--- config.mk ---
export PLATFORM = sky130hd
export DESIGN_NAME = bsc_boot_serial
export DESIGN_NICKNAME = d
export VERILOG_FILES = /design/src/verilog/bsc_pkg.sv /design/src/verilog/bsc_boot_serial.sv
export SDC_FILE = /design/constraint.sdc
export NUM_CORES = 1
export LEC_CHECK = 0
export ABC_AREA = 0
export BUFFER_PORTS_ARGS = -buffer_cell sky130_fd_sc_hd__buf_2
export CAP_MARGIN = 15
export CORE_MARGIN = 2
export CORE_UTILIZATION = 35
export DETAILED_ROUTE_END_ITERATION = 16
export MAX_ROUTING_LAYER = met4
export PLACE_DENSITY = 0.58
export SLEW_MARGIN = 10
export SYNTH_ARGS = -nofsm -noshare
export SYNTH_HDL_FRONTEND = slang
export SYNTH_SLANG_ARGS = --single-unit
--- constraint.sdc ---
create_clock -name core_clk_in -period 15.6 [get_ports core_clk_in]
set_clock_uncertainty 0.15 [all_clocks]
set_input_delay 0.78 -clock core_clk_in [delete_from_list [all_inputs] [get_ports core_clk_in]]
set_output_delay 0.78 -clock core_clk_in [all_outputs]
set_load 0.02 [all_outputs]
--- src/verilog/bsc_pkg.sv ---
// Constants and types for the serial boot security command interpreter
package bsc_pkg;

    // First and second matching bytes
    localparam logic [7:0] MATCH1_A = 8'h86;
    localparam logic [7:0] MATCH1_B = 8'h30;
    localparam logic [7:0] MATCH2_A = 8'h79;
    localparam logic [7:0] MATCH2_B = 8'hCF;

    // Operation commands and completion bytes
    localparam logic [7:0] CMD_EMU = 8'hD0;
    localparam logic [7:0] EMU_DONE = 8'hD1;
    localparam logic [7:0] CMD_SEC = 8'hFA;
    localparam logic [7:0] SEC_DONE = 8'hFB;

    // Error codes and how often each is sent
    localparam logic [7:0] ERR_CMD = 8'h63;
    localparam logic [7:0] ERR_FRAME = 8'hA1;
    localparam logic [7:0] ERR_OVR = 8'hA3;
    localparam logic [1:0] ERR_REPEAT = 2'h3;
    localparam logic [1:0] ONE_SHOT = 2'h1;

    // Address bytes after the security command: count address, then compare address
    localparam logic [2:0] ADDR_LAST = 3'h5;

    // Shortest accepted high run of a matching byte, in clocks (two bit times)
    localparam int MIN_HIGH = 8;

    // Serial frame: start, eight data, stop
    localparam logic [3:0] FRAME_LAST = 4'h9;

    typedef enum logic [3:0] {
        ST_AB_WAIT,
        ST_AB_LOW,
        ST_AB_HIGH,
        ST_AB_TAIL,
        ST_MATCH2,
        ST_CMD,
        ST_EMU_VAL,
        ST_ADDR,
        ST_LEN,
        ST_PW,
        ST_PW_END,
        ST_CHECK,
        ST_DEAD
    } bsc_state_type;

endpackage : bsc_pkg

--- src/verilog/bsc_boot_serial.sv ---
// Serial programming mode interpreter: baud detection, emulation and security commands
`timescale 1ns/10ps
`default_nettype none

module bsc_boot_serial #(
    parameter int CNT_W = 16
) (
    // Clock and reset
    input wire logic core_clk_in,
    input wire logic rst_in,
    // Serial link pins
    input wire logic serial_rx_in,
    output logic serial_tx_out,
    // Flash security checker
    input wire logic flash_blank_in,
    input wire logic [7:0] pw_len_in,
    input wire logic pw_match_in,
    output logic [23:0] count_addr_out,
    output logic [23:0] cmp_addr_out,
    output logic [7:0] pw_byte_out,
    output logic pw_byte_valid_out,
    output logic pw_check_out,
    output logic security_set_out,
    // Link status
    output logic link_idle_out
);

    initial begin
        if (CNT_W < 8 || CNT_W > 28) begin
            $error("bsc_boot_serial: CNT_W must lie in 8..28");
        end
    end

    localparam logic [CNT_W-1:0] CNT_MAX = '1;
    localparam logic [CNT_W-1:0] HIGH_MIN = CNT_W'(bsc_pkg::MIN_HIGH);

    bsc_pkg::bsc_state_type state;

    // Pin synchroniser, first stage is the only reader of the pin; logic uses the second stage onward
    logic rx_meta;
    logic rx_sync;
    logic rx_prev;

    always_ff @(posedge core_clk_in) begin
        if (rst_in) begin
            rx_meta <= 1'b1;
            rx_sync <= 1'b1;
            rx_prev <= 1'b1;
        end else begin
            rx_meta <= serial_rx_in;
            rx_sync <= rx_meta;
            rx_prev <= rx_sync;
        end
    end

    // Baud detection results
    logic [CNT_W-1:0] ab_cnt;
    logic [CNT_W-1:0] ab_low;
    logic [CNT_W+1:0] ab_tail;
    logic [CNT_W-1:0] bit_len;
    logic [7:0] ab_byte;
    logic rx_en;
    logic [CNT_W+1:0] h_ext;
    logic [CNT_W+1:0] l_ext;

    assign h_ext = {2'b00, ab_cnt};
    assign l_ext = {2'b00, ab_low};
    assign rx_en = (state != bsc_pkg::ST_AB_WAIT) && (state != bsc_pkg::ST_AB_LOW)
        && (state != bsc_pkg::ST_AB_HIGH) && (state != bsc_pkg::ST_AB_TAIL);

    // Receiver at the detected rate
    logic rx_busy;
    logic [CNT_W-1:0] rx_tick;
    logic [3:0] rx_bit;
    logic [7:0] rx_sh;
    logic rx_done;
    logic rx_ferr;

    always_ff @(posedge core_clk_in) begin
        if (rst_in || !rx_en) begin
            rx_busy <= 1'b0;
            rx_tick <= '0;
            rx_bit <= 4'h0;
            rx_sh <= 8'h00;
            rx_done <= 1'b0;
            rx_ferr <= 1'b0;
        end else begin
            rx_done <= 1'b0;
            if (!rx_busy) begin
                if (rx_prev && !rx_sync) begin
                    rx_busy <= 1'b1;
                    rx_tick <= bit_len >> 1;
                    rx_bit <= 4'h0;
                end
            end else if (rx_tick != '0) begin
                rx_tick <= rx_tick - 1'b1;
            end else begin
                rx_tick <= bit_len - 1'b1;
                if (rx_bit == 4'h0 && rx_sync) begin
                    // Glitch, not a start bit
                    rx_busy <= 1'b0;
                end else if (rx_bit == bsc_pkg::FRAME_LAST) begin
                    rx_busy <= 1'b0;
                    rx_done <= 1'b1;
                    rx_ferr <= !rx_sync;
                end else begin
                    if (rx_bit != 4'h0) begin
                        rx_sh <= {rx_sync, rx_sh[7:1]};
                    end
                    rx_bit <= rx_bit + 4'h1;
                end
            end
        end
    end

    // Transmitter at the detected rate, repeats a byte up to three times
    logic tx_load;
    logic [7:0] tx_load_byte;
    logic [1:0] tx_load_rep;
    logic tx_busy;
    logic tx_active;
    logic [7:0] tx_byte;
    logic [1:0] tx_left;
    logic [9:0] tx_sh;
    logic [3:0] tx_bit;
    logic [CNT_W-1:0] tx_tick;

    assign tx_active = tx_busy || tx_load;

    always_ff @(posedge core_clk_in) begin
        if (rst_in) begin
            tx_busy <= 1'b0;
            tx_byte <= 8'h00;
            tx_left <= 2'h0;
            tx_sh <= 10'h3FF;
            tx_bit <= 4'h0;
            tx_tick <= '0;
            serial_tx_out <= 1'b1;
        end else begin
            serial_tx_out <= tx_busy ? tx_sh[0] : 1'b1;
            if (tx_load) begin
                tx_busy <= 1'b1;
                tx_byte <= tx_load_byte;
                tx_left <= tx_load_rep - 2'h1;
                tx_sh <= {1'b1, tx_load_byte, 1'b0};
                tx_bit <= 4'h0;
                tx_tick <= bit_len - 1'b1;
            end else if (tx_busy) begin
                if (tx_tick != '0) begin
                    tx_tick <= tx_tick - 1'b1;
                end else begin
                    tx_tick <= bit_len - 1'b1;
                    if (tx_bit == bsc_pkg::FRAME_LAST) begin
                        if (tx_left != 2'h0) begin
                            tx_left <= tx_left - 2'h1;
                            tx_sh <= {1'b1, tx_byte, 1'b0};
                            tx_bit <= 4'h0;
                        end else begin
                            tx_busy <= 1'b0;
                        end
                    end else begin
                        tx_sh <= {1'b1, tx_sh[9:1]};
                        tx_bit <= tx_bit + 4'h1;
                    end
                end
            end
        end
    end

    // One byte holding stage; a second byte before the first is taken is an overrun
    logic pend;
    logic [7:0] pend_data;
    logic pend_ferr;
    logic pend_ovr;
    logic take;

    assign take = pend && !tx_active && (state >= bsc_pkg::ST_MATCH2)
        && (state <= bsc_pkg::ST_PW);

    always_ff @(posedge core_clk_in) begin
        if (rst_in || !rx_en) begin
            pend <= 1'b0;
            pend_data <= 8'h00;
            pend_ferr <= 1'b0;
            pend_ovr <= 1'b0;
        end else if (rx_done) begin
            pend <= 1'b1;
            pend_data <= rx_sh;
            pend_ferr <= rx_ferr;
            pend_ovr <= (pend || pend_ovr) && !take;
        end else if (take) begin
            pend <= 1'b0;
            pend_ovr <= 1'b0;
        end
    end

    // Command sequencer
    logic [47:0] addr_sh;
    logic [2:0] addr_idx;
    logic [7:0] pw_left;
    logic byte_bad;

    assign byte_bad = pend_ferr || pend_ovr;
    assign pw_check_out = (state == bsc_pkg::ST_CHECK);
    // Idle only once the triple error code has fully left the pin
    assign link_idle_out = (state == bsc_pkg::ST_DEAD) && !tx_active;

    always_ff @(posedge core_clk_in) begin
        if (rst_in) begin
            state <= bsc_pkg::ST_AB_WAIT;
            ab_cnt <= '0;
            ab_low <= '0;
            ab_tail <= '0;
            ab_byte <= 8'h00;
            bit_len <= CNT_MAX;
            tx_load <= 1'b0;
            tx_load_byte <= 8'h00;
            tx_load_rep <= bsc_pkg::ONE_SHOT;
            addr_sh <= 48'h0;
            addr_idx <= 3'h0;
            pw_left <= 8'h00;
            count_addr_out <= 24'h000000;
            cmp_addr_out <= 24'h000000;
            pw_byte_out <= 8'h00;
            pw_byte_valid_out <= 1'b0;
            security_set_out <= 1'b0;
        end else begin
            tx_load <= 1'b0;
            tx_load_rep <= bsc_pkg::ONE_SHOT;
            pw_byte_valid_out <= 1'b0;
            security_set_out <= 1'b0;
            case (state)
                bsc_pkg::ST_AB_WAIT: begin
                    if (rx_prev && !rx_sync) begin
                        ab_cnt <= CNT_W'(1);
                        state <= bsc_pkg::ST_AB_LOW;
                    end
                end
                bsc_pkg::ST_AB_LOW: begin
                    if (rx_sync) begin
                        ab_low <= ab_cnt;
                        ab_cnt <= CNT_W'(1);
                        state <= bsc_pkg::ST_AB_HIGH;
                    end else if (ab_cnt == CNT_MAX) begin
                        state <= bsc_pkg::ST_AB_WAIT;
                    end else begin
                        ab_cnt <= ab_cnt + 1'b1;
                    end
                end
                bsc_pkg::ST_AB_HIGH: begin
                    // Both matching bytes show a two-bit high run; the low run tells them apart
                    if (!rx_sync) begin
                        bit_len <= ab_cnt >> 1;
                        if (ab_cnt < HIGH_MIN) begin
                            state <= bsc_pkg::ST_AB_WAIT;
                        end else if (l_ext < h_ext + (h_ext >> 1) + (h_ext >> 2)) begin
                            ab_byte <= bsc_pkg::MATCH1_A;
                            ab_tail <= (h_ext << 1) + (h_ext >> 1) + (h_ext >> 2);
                            state <= bsc_pkg::ST_AB_TAIL;
                        end else if (l_ext < (h_ext << 1) + h_ext + (h_ext >> 2)) begin
                            ab_byte <= bsc_pkg::MATCH1_B;
                            ab_tail <= h_ext + (h_ext >> 2);
                            state <= bsc_pkg::ST_AB_TAIL;
                        end else begin
                            state <= bsc_pkg::ST_AB_WAIT;
                        end
                    end else if (ab_cnt == CNT_MAX) begin
                        state <= bsc_pkg::ST_AB_WAIT;
                    end else begin
                        ab_cnt <= ab_cnt + 1'b1;
                    end
                end
                bsc_pkg::ST_AB_TAIL: begin
                    // Sample the stop bit mid-way; a low line means no valid matching byte
                    if (ab_tail != '0) begin
                        ab_tail <= ab_tail - 1'b1;
                    end else if (rx_sync) begin
                        tx_load <= 1'b1;
                        tx_load_byte <= ab_byte;
                        state <= bsc_pkg::ST_MATCH2;
                    end else begin
                        state <= bsc_pkg::ST_AB_WAIT;
                    end
                end
                bsc_pkg::ST_MATCH2: begin
                    if (take) begin
                        if (!byte_bad && (pend_data == bsc_pkg::MATCH2_A
                                || pend_data == bsc_pkg::MATCH2_B)) begin
                            tx_load <= 1'b1;
                            tx_load_byte <= pend_data;
                            state <= bsc_pkg::ST_CMD;
                        end else begin
                            state <= bsc_pkg::ST_DEAD;
                        end
                    end
                end
                bsc_pkg::ST_CMD: begin
                    if (take) begin
                        tx_load <= 1'b1;
                        if (pend_ferr) begin
                            tx_load_byte <= bsc_pkg::ERR_FRAME;
                            tx_load_rep <= bsc_pkg::ERR_REPEAT;
                            state <= bsc_pkg::ST_DEAD;
                        end else if (pend_ovr) begin
                            tx_load_byte <= bsc_pkg::ERR_OVR;
                            tx_load_rep <= bsc_pkg::ERR_REPEAT;
                            state <= bsc_pkg::ST_DEAD;
                        end else if (pend_data == bsc_pkg::CMD_EMU) begin
                            tx_load_byte <= bsc_pkg::CMD_EMU;
                            state <= bsc_pkg::ST_EMU_VAL;
                        end else if (pend_data == bsc_pkg::CMD_SEC) begin
                            tx_load_byte <= bsc_pkg::CMD_SEC;
                            addr_idx <= 3'h0;
                            state <= bsc_pkg::ST_ADDR;
                        end else begin
                            tx_load_byte <= bsc_pkg::ERR_CMD;
                            tx_load_rep <= bsc_pkg::ERR_REPEAT;
                            state <= bsc_pkg::ST_DEAD;
                        end
                    end
                end
                bsc_pkg::ST_EMU_VAL: begin
                    // Set value is taken and dropped on this part
                    if (take) begin
                        if (!byte_bad) begin
                            tx_load <= 1'b1;
                            tx_load_byte <= bsc_pkg::EMU_DONE;
                            state <= bsc_pkg::ST_CMD;
                        end else begin
                            state <= bsc_pkg::ST_DEAD;
                        end
                    end
                end
                bsc_pkg::ST_ADDR: begin
                    if (take) begin
                        if (byte_bad) begin
                            state <= bsc_pkg::ST_DEAD;
                        end else begin
                            addr_sh <= {addr_sh[39:0], pend_data};
                            addr_idx <= addr_idx + 3'h1;
                            if (addr_idx == bsc_pkg::ADDR_LAST) begin
                                count_addr_out <= addr_sh[39:16];
                                cmp_addr_out <= {addr_sh[15:0], pend_data};
                                state <= bsc_pkg::ST_LEN;
                            end
                        end
                    end
                end
                bsc_pkg::ST_LEN: begin
                    pw_left <= pw_len_in;
                    state <= (pw_len_in == 8'h00) ? bsc_pkg::ST_PW_END : bsc_pkg::ST_PW;
                end
                bsc_pkg::ST_PW: begin
                    if (take) begin
                        if (byte_bad) begin
                            state <= bsc_pkg::ST_DEAD;
                        end else begin
                            pw_byte_out <= pend_data;
                            pw_byte_valid_out <= 1'b1;
                            pw_left <= pw_left - 8'h01;
                            if (pw_left == 8'h01) begin
                                state <= bsc_pkg::ST_PW_END;
                            end
                        end
                    end
                end
                bsc_pkg::ST_PW_END: begin
                    // Gives the checker a cycle after the last string byte
                    state <= bsc_pkg::ST_CHECK;
                end
                bsc_pkg::ST_CHECK: begin
                    if (!flash_blank_in && pw_match_in) begin
                        tx_load <= 1'b1;
                        tx_load_byte <= bsc_pkg::SEC_DONE;
                        security_set_out <= 1'b1;
                        state <= bsc_pkg::ST_CMD;
                    end else begin
                        state <= bsc_pkg::ST_DEAD;
                    end
                end
                bsc_pkg::ST_DEAD: begin
                    // Only a reset leaves this state
                    state <= bsc_pkg::ST_DEAD;
                end
                default: begin
                    state <= bsc_pkg::ST_DEAD;
                end
            endcase
        end
    end

endmodule : bsc_boot_serial

`default_nettype wire

=== After elaboration in Yosys (flattened, before gate mapping) ===
Cells that the tools add are included.

* Bits in registers: 285
* Output and inout bits: 61
* Logic and storage cells: 311

* Add/sub/neg operators: 18
* Magnitude comparators: 5
* Eq/ne operators: 54
* Mux-type cells: 114
* Bitwise operators: 13
* Reductions and logical operators: 68

{| class="wikitable"
|+ Operator list
! operator !! number
|-
| 2-to-1 mux 16 bit || 10
|-
| 2-to-1 mux 8 bit || 16
|-
| 2-to-1 mux 4 bit || 28
|-
| 2-to-1 mux 18 bit || 5
|-
| != test 2 bit, second input constant || 24
|-
| one-hot mux 16 bit (3 select lines) || 1
|-
| one-hot mux 4 bit (12 select lines) || 1
|-
| subtractor 16 x 1 -> 16 bit, second input constant || 3
|-
| one-hot mux 8 bit (5 select lines) || 1
|-
| adder 18 x 14 -> 18 bit || 2
|-
| < comparator 16 x 18 -> 1 bit || 2
|-
| one-hot mux 18 bit (2 select lines) || 1
|-
| nonzero test 16 bit || 2
|-
| == test 4 bit, second input constant || 7
|-
| 2-to-1 mux 9 bit || 3
|-
| 2-to-1 mux 2 bit || 13
|-
| == test 8 bit, second input constant || 3
|-
| 2-to-1 mux 3 bit || 8
|-
| 2-to-1 mux 1 bit || 22
|-
| 2-to-1 mux 10 bit || 2
|-
| AND reduction 4 bit || 5
|-
| nonzero test 2 bit || 10
|-
| adder 17 x 14 -> 18 bit || 1
|-
| adder 17 x 15 -> 18 bit || 1
|-
| 46 further kinds || 101
|}

=== Longest topological paths before layout ===
Gate-level depths: netlist of run 1.

* Depth after elaboration: 8
* Mapped depth: 23

=== Worst setup path before layout of run 1 ===
No wires, ideal clock.

* Kind: reg2reg
* Start: register ab_cnt[3]
* End: register ab_tail[10]
* Arrival time: 5292 ps
* Slack: 10030 ps
* Stages on the path, launching flop included: 24
* Buffers on the path: 2
* Clock period less this slack: 5570 ps
* Cells stage by stage: dfxtp_1 -> fa_1 -> ha_1 -> inv_1 -> fa_1 -> nor2b_1 -> o21ai_0 -> a21boi_0 -> o21ai_0 -> a21boi_0 -> or2_2 -> a41oi_1 -> xor2_1 -> ha_1 -> nand4_1 -> or4b_1 -> a21o_1 -> o32ai_1 -> nand2_2 -> o31a_1 -> buf_6 -> buf_8 -> nand2_1 -> o32ai_1

* Cells in the longest elaborated chain, start to end: 7
* Elaborated cells between the ends (all ways): 18
* Those cells by class: 7 x add/sub; 3 x order compare; 2 x eq/ne; 5 x mux; 1 x reduce/logical

{| class="wikitable"
|+ Ends and longest elaborated chain
! what !! RTL line !! text
|-
| from (decl) || bsc_boot_serial.sv:57 || <nowiki>logic [CNT_W-1:0] ab_cnt;</nowiki>
|-
| from (signal assigned) || bsc_boot_serial.sv:247 || <nowiki>ab_cnt <= ab_cnt + 1'b1;</nowiki>
|-
| from (signal assigned) || bsc_boot_serial.sv:270 || <nowiki>ab_cnt <= ab_cnt + 1'b1;</nowiki>
|-
| adder 16 x 15 -> 17 bit || bsc_boot_serial.sv:256 || <nowiki>end else if (l_ext < h_ext + (h_ext >> 1) + (h_ext >> 2)) begin</nowiki>
|-
| adder 17 x 14 -> 18 bit || bsc_boot_serial.sv:256 ||
|-
| < comparator 16 x 18 -> 1 bit || bsc_boot_serial.sv:256 ||
|-
| 2-to-1 mux 18 bit || bsc_boot_serial.sv:256 ||
|-
| 2-to-1 mux 18 bit || bsc_boot_serial.sv:254 || <nowiki>if (ab_cnt < HIGH_MIN) begin</nowiki>
|-
| 2-to-1 mux 18 bit || bsc_boot_serial.sv:252 || <nowiki>if (!rx_sync) begin</nowiki>
|-
| one-hot mux 18 bit (2 select lines) || bsc_boot_serial.sv:232 || <nowiki>case (state)</nowiki>
|-
| to (signal assigned) || bsc_boot_serial.sv:258 || <nowiki>ab_tail <= (h_ext << 1) + (h_ext >> 1) + (h_ext >> 2);</nowiki>
|-
| to (signal assigned) || bsc_boot_serial.sv:262 || <nowiki>ab_tail <= h_ext + (h_ext >> 2);</nowiki>
|-
| to (signal assigned) || bsc_boot_serial.sv:276 || <nowiki>ab_tail <= ab_tail - 1'b1;</nowiki>
|-
| to (decl) || bsc_boot_serial.sv:59 || <nowiki>logic [CNT_W+1:0] ab_tail;</nowiki>
|}

Several ways; a longest one is shown, not always the timed one. The select of a mux whose other input is x is not followed.
A chain may end at the register's enable or synchronous reset.

=== Worst setup path in the final report of run 1 ===
* Start: register ab_cnt[4]
* End: register ab_tail[2]

The elaborated chain is that of the path after synthesis.

==> run metrics, run 1 <==
Post-Route Hold Slack ~0.28 ns; grt ovf 0; reported max-cap violation count 0; Area growth syn-to-layout 12.1%; routed length per instance about 17 um; pins over their slew limit 0; crit-path max cell delay ~0.94 ns; Setup crit start kind flop; initial core utilization 0.353; most common library cell in the layout ignoring fill and taps sky130_fd_sc_hd__nand2_1; worst setup margin approximately 8.6 ns; number of synthesized flops with an enable pin 0; setup slack at placement between 8 and 9 ns; data required time at the worst endpoint about 16 ns; Total Nets Final between 2k and 2.5k; total of endpoints with negative setup slack in the final report 0; Detailed Route WL 47200 um; Placed Instances approximately 2.7k; end of the worst register-to-register path ab_tail[2]; worst setup slack for register-to-register paths ~8.6 ns; setup fix buffers added after clock tree synthesis 0; placed wire-length estimate after detailed placement between 30000 and 40000 um; GPL Wtd Cong 0.896; Floorplan Core Area a little under 50000 um^2; largest buffer count on any clock path 3; Hold Fails Final Rpt 0; Root Driver sky130_fd_sc_hd__clkbuf_16; ranking of synthesized cells by area sky130_fd_sc_hd__dfxtp_1 (32%), sky130_fd_sc_hd__ha_1 (9.1%), sky130_fd_sc_hd__nand2_1 (7.6%), sky130_fd_sc_hd__a21oi_1 (6.7%), sky130_fd_sc_hd__fa_1 (5.2%); Max stage delay cell, worst path sky130_fd_sc_hd__dfxtp_1; clock tree from TritonCTS yes; count of hold-fix buffers inserted at cts 0; final setup TNS 0 ns; fill cell instance count of the final layout about 4.9k; H-tree lvl count 2; Max VDD drop around 0.000083 V; layout cells sized above 1 0.0905; routed vias around 15k; RSZ-0062 raised after global routing false; Worst EP arrival 7.25 ns; sequential share of power 0.395; YS warnings 0; count of mapped cells out of synthesis ~2.1k; post-synthesis async set-or-reset flop share 0; vias in the first global route between 10k and 15k; number of buffers inserted during clock tree synthesis 35; Comb power frac 0.175; Reg2Reg Launch Point ab_cnt[4]; worst path cell trace fa_1 -> ha_1 -> nor2b_1 -> o21ai_0 -> a21boi_0 -> o21ai_0 -> a21boi_0 -> or2_2 -> a41oi_1 -> xor2_1 -> ha_1 -> nand4_1 -> or4b_1 -> a21o_1 -> o32ai_1 -> nand2_2 -> o31ai_4 -> nor2_1 -> a32o_1; switching pwr between 500 and 600 uW; initial antenna violation count 6; top fanout value on the critical path 16; max_slew headroom 0.238; synthesized area about 17000 um^2; Sinks on Clock Net about 280; post-route DRC violation count 0; transition time of the tightest slew-check pin between 1 and 1.5 ns; peak clock frequency supported by timing about 0.14 GHz; post-route antenna net violation count 0; area of the die about 50000 um^2; pwr/cell area 100 nW/um^2; worst-skew pair later-pin latency roughly 0.56 ns; highest-count cells in the layout ignoring fill and taps sky130_fd_sc_hd__nand2_1 (349), sky130_fd_sc_hd__dfxtp_1 (277), sky130_fd_sc_hd__a21oi_1 (230); Static Leakage roughly 7.6 nW; dominant synthesized flop cell sky130_fd_sc_hd__dfxtp_1; sequential-to-total area share from yosys stat 0.323; cell-internal power 1.33 mW; R2R cell count 19; class of the most critical hold timing path input pin to flop; count of pins on the block boundary 74; cell class contributing the biggest share of worst-path delay compound AO/OA/AOI/OAI gates; worst hold path endpoint rx_meta; buffers plus inverters on the worst setup path 0; startpoint of the tightest hold check path serial_rx_in; # rows between 80 and 90; Starting DRT DRC Count ~1.2k; outcome completed; flip-flop and latch count after synthesis ~280; die boundary height approximately 230 um; TritonRoute pass-1 iters 6; global-route wire length before repair about 76000 um; largest net degree at the start of global routing 98; Die Span X around 230 um; CTS clock-pin slew for the worst setup and hold paths around 0.06 ns; proportion of total power due to net switching 0.309; Layout Cells excl Fill 2816; syn nets between 2k and 2.5k; final worst-path cycle share 0.446; total power draw between 1.5 and 2 mW; share of the synthesized area in the top cell type 0.323; per-cell via count in the routed design between 5 and 6; post-CTS sizing 0; post-synthesis cell type with the largest combined area sky130_fd_sc_hd__dfxtp_1; capturing element type of the critical path flop; Final Critical Period around 7 ns; number of distinct library cell variants in the gate-level netlist after synthesis 88; global router's overall resource usage 0.188; Hold Crit Depth 2; Mapped Avg Cell Area approximately 8 um^2; count of input and output buffers 73; share of power burned in the clock network 0.429; kind of critical path flop to flop
[state kept, by name, summed over array words and instances, names as in the netlist, 3 cells and up]
signal and flops:
tx_bit 4, ab_tail 18, pend_data 8, tx_sh 9
pw_left 8, addr_sh 40, state 4, count_addr_out 24
pw_byte_out 8, bit_len 16, ab_low 16, rx_tick 16
rx_bit 4, ab_cnt 16, addr_idx 3, tx_load_byte 8
tx_byte 8, tx_tick 16, rx_sh 8, cmp_addr_out 24
[power by group through the flow]
| stage | Sequential (mW) | Clock (mW) | Combinational [mW] |
|---|---|---|---|
| 5_1_grt | 0.765 | 0.871 | 0.371 |
| 2_1_floorplan | 0.754 | 0 | 0.263 |
| 6_report | 0.761 | 0.827 | 0.338 |
| 4_1_cts | 0.760 | 0.846 | 0.337 |
| 3_5_place_dp | 0.775 | 0 | 0.335 |
| 3_3_place_gp | 0.774 | 0 | 0.329 |
[worst reg2reg max path, stage by stage, from the launching register on]
cell and delay, ns:
sky130_fd_sc_hd__dfxtp_1 0.94, sky130_fd_sc_hd__fa_1 0.56, sky130_fd_sc_hd__ha_1 0.35, sky130_fd_sc_hd__nor2b_1 0.14
sky130_fd_sc_hd__o21ai_0 0.21, sky130_fd_sc_hd__a21boi_0 0.12, sky130_fd_sc_hd__o21ai_0 0.24, sky130_fd_sc_hd__a21boi_0 0.23
sky130_fd_sc_hd__or2_2 0.33, sky130_fd_sc_hd__a41oi_1 0.25, sky130_fd_sc_hd__xor2_1 0.10, sky130_fd_sc_hd__ha_1 0.29
sky130_fd_sc_hd__nand4_1 0.13, sky130_fd_sc_hd__or4b_1 0.52, sky130_fd_sc_hd__a21o_1 0.16, sky130_fd_sc_hd__o32ai_1 0.55
sky130_fd_sc_hd__nand2_2 0.46, sky130_fd_sc_hd__o31ai_4 0.71, sky130_fd_sc_hd__nor2_1 0.16, sky130_fd_sc_hd__a32o_1 0.25
[layer usage]
metal,track usage,up-vias,wire length (um)
met2,0.285,369,21100
met5,-,-,0
met1,0.252,7260,22100
met4,0.0615,0,1450
li1,-,7560,-
met3,0.0348,93,2510
[logic make-up (layout without fill, tap and decap cells)]
family                   after synthesis  in the layout  share of synthesized area
flip-flops                           277            277                      0.323
other                                  0              6                          0
AND/OR/NAND/NOR                      815            815                      0.213
buffers and inverters                168            216                     0.0386
adder cells (fa/ha/maj)              170            170                      0.144
AO/OA/AOI/OAI                        559            559                      0.200
XOR/XNOR                              90             90                     0.0459
multiplexers                          61             61                     0.0358
[synth_stat cells (4+ instances only)]
cell type / number
sky130_fd_sc_hd__buf_1: 6
sky130_fd_sc_hd__a211oi_1: 34
sky130_fd_sc_hd__dfxtp_1: 277
sky130_fd_sc_hd__nor3_1: 45
sky130_fd_sc_hd__a221oi_1: 4
sky130_fd_sc_hd__nor2b_1: 7
sky130_fd_sc_hd__clkbuf_1: 93
sky130_fd_sc_hd__o211ai_1: 15
sky130_fd_sc_hd__nand4_1: 14
sky130_fd_sc_hd__a22oi_1: 13
sky130_fd_sc_hd__nor3b_1: 7
sky130_fd_sc_hd__or4_1: 4
sky130_fd_sc_hd__a21o_1: 22
sky130_fd_sc_hd__or3_1: 13
sky130_fd_sc_hd__a21oi_1: 230
sky130_fd_sc_hd__o32ai_1: 6
sky130_fd_sc_hd__o21a_1: 13
sky130_fd_sc_hd__o21ai_0: 119
sky130_fd_sc_hd__and2_1: 11
sky130_fd_sc_hd__nor2_1: 224
sky130_fd_sc_hd__nand2_1: 350
sky130_fd_sc_hd__xnor2_1: 57
sky130_fd_sc_hd__a21boi_0: 5
sky130_fd_sc_hd__mux2_2: 4
sky130_fd_sc_hd__a311oi_1: 4
sky130_fd_sc_hd__nand3b_1: 10
sky130_fd_sc_hd__xor2_1: 33
sky130_fd_sc_hd__o22ai_1: 14
sky130_fd_sc_hd__nor4_1: 18
sky130_fd_sc_hd__and3_1: 13
sky130_fd_sc_hd__nand2b_1: 14
sky130_fd_sc_hd__buf_2: 5
sky130_fd_sc_hd__inv_1: 60
sky130_fd_sc_hd__ha_1: 125
sky130_fd_sc_hd__a31oi_1: 25
sky130_fd_sc_hd__a32o_1: 5
sky130_fd_sc_hd__o31ai_1: 4
sky130_fd_sc_hd__or2_2: 16
sky130_fd_sc_hd__fa_1: 45
sky130_fd_sc_hd__o21bai_1: 4
sky130_fd_sc_hd__a211o_1: 5
sky130_fd_sc_hd__mux2i_1: 57
sky130_fd_sc_hd__nand3_1: 46
[final cells by class]
class	count	area [um^2]	area share
diodes	6	15.0	0.000780
multi-input cells	1695	11000	0.571
flip-flops and latches	277	5550	0.288
repair buffers	93	534	0.0277
clock inverters	16	223	0.0116
clock buffers	46	937	0.0487
inverters	61	229	0.0119
well taps	622	778	0.0404
[how the worst max path moves through the flow]
stage               startpoint     endpoint  slack [ns]  cells after the start
finish               ab_cnt[4]   ab_tail[2]        8.64                     19
global placement     ab_cnt[4]   ab_tail[4]        8.86                     19
global route         ab_cnt[4]   ab_tail[4]        8.16                     19
floorplan            ab_cnt[3]  ab_tail[10]       10.03                     23
CTS                  ab_cnt[4]   ab_tail[2]        8.67                     19
detailed placement   ab_cnt[4]   ab_tail[2]        8.72                     19
[metrics by stage]
step	util	area, um^2
2_1_floorplan	-	17200
3_3_place_gp	0.371	18100
3_5_place_dp	0.371	18100
4_1_cts	0.395	19200
5_1_grt	0.396	19300
6_report	0.396	19300
No activity file was read; power rests on OpenSTA's default activity.
==> run 2, diff against run 1 <==
PLACE_DENSITY = 0.6   (was 0.58)
clock period = 5.8 ns   (was 15.6 ns; I/O delays follow)
==> run metrics, run 2 (synthesis gave the netlist of run 1 again) <==
Layout Cell Area excl Fill between 15000 and 20000 um^2; largest net degree at the start of global routing 122; reported max-cap violation count 0; largest buffer count on any clock path 3; peak clock frequency supported by timing about 0.18 GHz; routed length per instance approximately 16 um; post-route antenna net violation count 0; capturing element type of the critical path flop; GPL Wtd Cong approximately 0.90; grt ovf 0; Hold Fails Final Rpt 0; count of pins on the block boundary between 70 and 80; Root Driver sky130_fd_sc_hd__clkbuf_16; Layout Cells excl Fill roughly 2.8k; multi-input combinational cell area about 11000 um^2; Max stage delay cell, worst path sky130_fd_sc_hd__fa_1; Starting DRT DRC Count roughly 1.0k; buffers plus inverters on the worst setup path 3; Final Critical Period 5.54 ns; outcome completed; post-route DRC violation count 0; Max VDD drop around 0.00023 V; pwr/cell area between 200 and 300 nW/um^2; registers with the highest flip-flop counts addr_sh (40), cmp_addr_out (24), count_addr_out (24); worst path cell trace buf_4 -> fa_1 -> ha_2 -> inv_1 -> fa_2 -> nor2b_2 -> o211ai_1 -> a211o_1 -> a21oi_2 -> a21o_1 -> a21oi_1 -> xor2_1 -> ha_1 -> a211o_1 -> a2111oi_2 -> o21ai_1 -> a31oi_1 -> a2111o_1 -> o31ai_4 -> buf_4 -> or3_1 -> o32ai_1; number of buffers inserted during clock tree synthesis 34; sequential share of power 0.395; initial antenna violation count 1; # rows 81; count of input and output buffers between 70 and 80; Sinks on Clock Net ~280; Comb power frac 0.197; vias in the first global route around 15k; Setup crit start kind flop; worst-skew pair later-pin latency 0.56 ns; H-tree lvl count 2; global router's overall resource usage 0.190; routed vias 15.4k; Detailed Route WL about 47000 um; top fanout value on the critical path 8; highest-count cells in the layout ignoring fill and taps sky130_fd_sc_hd__nand2_1 (350), sky130_fd_sc_hd__dfxtp_1 (274), sky130_fd_sc_hd__a21oi_1 (229); proportion of total power due to net switching 0.313; crit-path max cell delay ~0.52 ns; cell class contributing the biggest share of worst-path delay compound AO/OA/AOI/OAI gates; die boundary height ~230 um; max FFs per register 40; per-cell via count in the routed design about 5.4; class of the most critical hold timing path input pin to flop; cell area after placement between 15000 and 20000 um^2; Area growth syn-to-layout 13.6%; fill cell instance count of the final layout around 5k; TritonRoute pass-1 iters 7; data required time at the worst endpoint just over 6 ns; Placed Instances around 2.8k; sequential standard cell area roughly 5500 um^2; layout cells sized above 1 0.106; pins over their slew limit 0; cell-internal power roughly 3.5 mW; area of the die roughly 51000 um^2; Total Nets Final 2382; most common library cell in the layout ignoring fill and taps sky130_fd_sc_hd__nand2_1; switching pwr around 1.6 mW; initial core utilization 0.353; CTS clock-pin slew for the worst setup and hold paths ~0.06 ns; Top reg by flops addr_sh; clock tree from TritonCTS yes; kind of critical path flop to flop; Worst EP arrival roughly 5.9 ns; Floorplan Core Area about 49000 um^2; placed wire-length estimate after detailed placement about 33000 um; max_slew headroom 0.259; Die Span X between 200 and 250 um; Static Leakage between 7 and 8 nW; final worst-path cycle share 0.955; transition time of the tightest slew-check pin approximately 1.1 ns; global-route wire length before repair a little under 80000 um; share of power burned in the clock network 0.408; total of endpoints with negative setup slack in the final report 0
run 2: cell types whose count changed in the layout (fill, tap and decap cells not counted), sizes merged, moves of 2 or more:
cell | previous run | this run
buf | 93 | 121
bufinv | 4 | 1
clkinvlp | 1 | 3
diode | 6 | 1
dlygate4sd3 | 0 | 9
run 2: layout make-up:
type                            count  share of cell area
Multi-Input combinational cell   1695               0.565
Sequential cell                   277               0.284
Clock buffer                       45              0.0483
Timing Repair Buffer              130              0.0427
Tap cell                          622              0.0399
Inverter                           61              0.0117
Clock inverter                     15             0.00782
Antenna cell                        1            0.000128
run 2: power by group through the flow:
| stage | logic, mW | clock network [mW] | registers, mW |
|---|---|---|---|
| 6_report | 1.02 | 2.10 | 2.03 |
| 2_1_floorplan | 0.708 | 0 | 2.03 |
| 3_3_place_gp | 0.948 | 0 | 2.07 |
| 5_1_grt | 1.13 | 2.22 | 2.04 |
| 4_1_cts | 0.980 | 2.15 | 2.03 |
| 3_5_place_dp | 0.966 | 0 | 2.07 |
run 2: routing by layer:
metal  global-route usage  wire, um
met1                0.249     21900
met2                0.301     21600
met3               0.0271      2000
met4               0.0656      1430
met5                    -         0
run 2: what timing repair did:
| item | in CTS | in global routing |
|---|---|---|
| setup endpoints to repair | 6 | 22 |
| pin swaps | 1 | 5 |
| gates resized for setup | 0 | 17 |
| buffers inserted | 0 | 3 |
| hold buffers | 9 | 0 |
| hold endpoints to repair | 9 | 0 |
run 2: worst min-delay path, stage by stage:
cell and delay (ns):
sky130_fd_sc_hd__buf_2 0.10, sky130_fd_sc_hd__nand2b_1 0.21, sky130_fd_sc_hd__nor3_1 0.08
run 2: final timing paths:
| kind | start | endpoint | slack (ns) | depth (start not counted) |
|---|---|---|---|---|
| worst max-delay path | ab_cnt[1] | ab_tail[13] | 0.26 | 22 |
| worst min-delay path | pw_match_in | security_set_out | 0.04 | 3 |
| worst max register to register | ab_cnt[1] | ab_tail[13] | 0.26 | 22 |
| worst min register to register | rx_meta | rx_sync | 0.27 | 1 |
run 2: per-stage QoR:
stage	TNS (ns)	worst slack (ns)	hold slack [ns]	utilization	power [mW]
CTS	0	0.0188	0.0342	0.399	5.16
global placement	0	0.124	0.248	0.375	3.02
floorplan	0	0.230	0.239	-	2.74
global route	-0.291	-0.0810	0.0652	0.401	5.38
detailed placement	0	0.0226	0.268	0.375	3.04
finish	0	0.262	0.0399	0.401	5.15
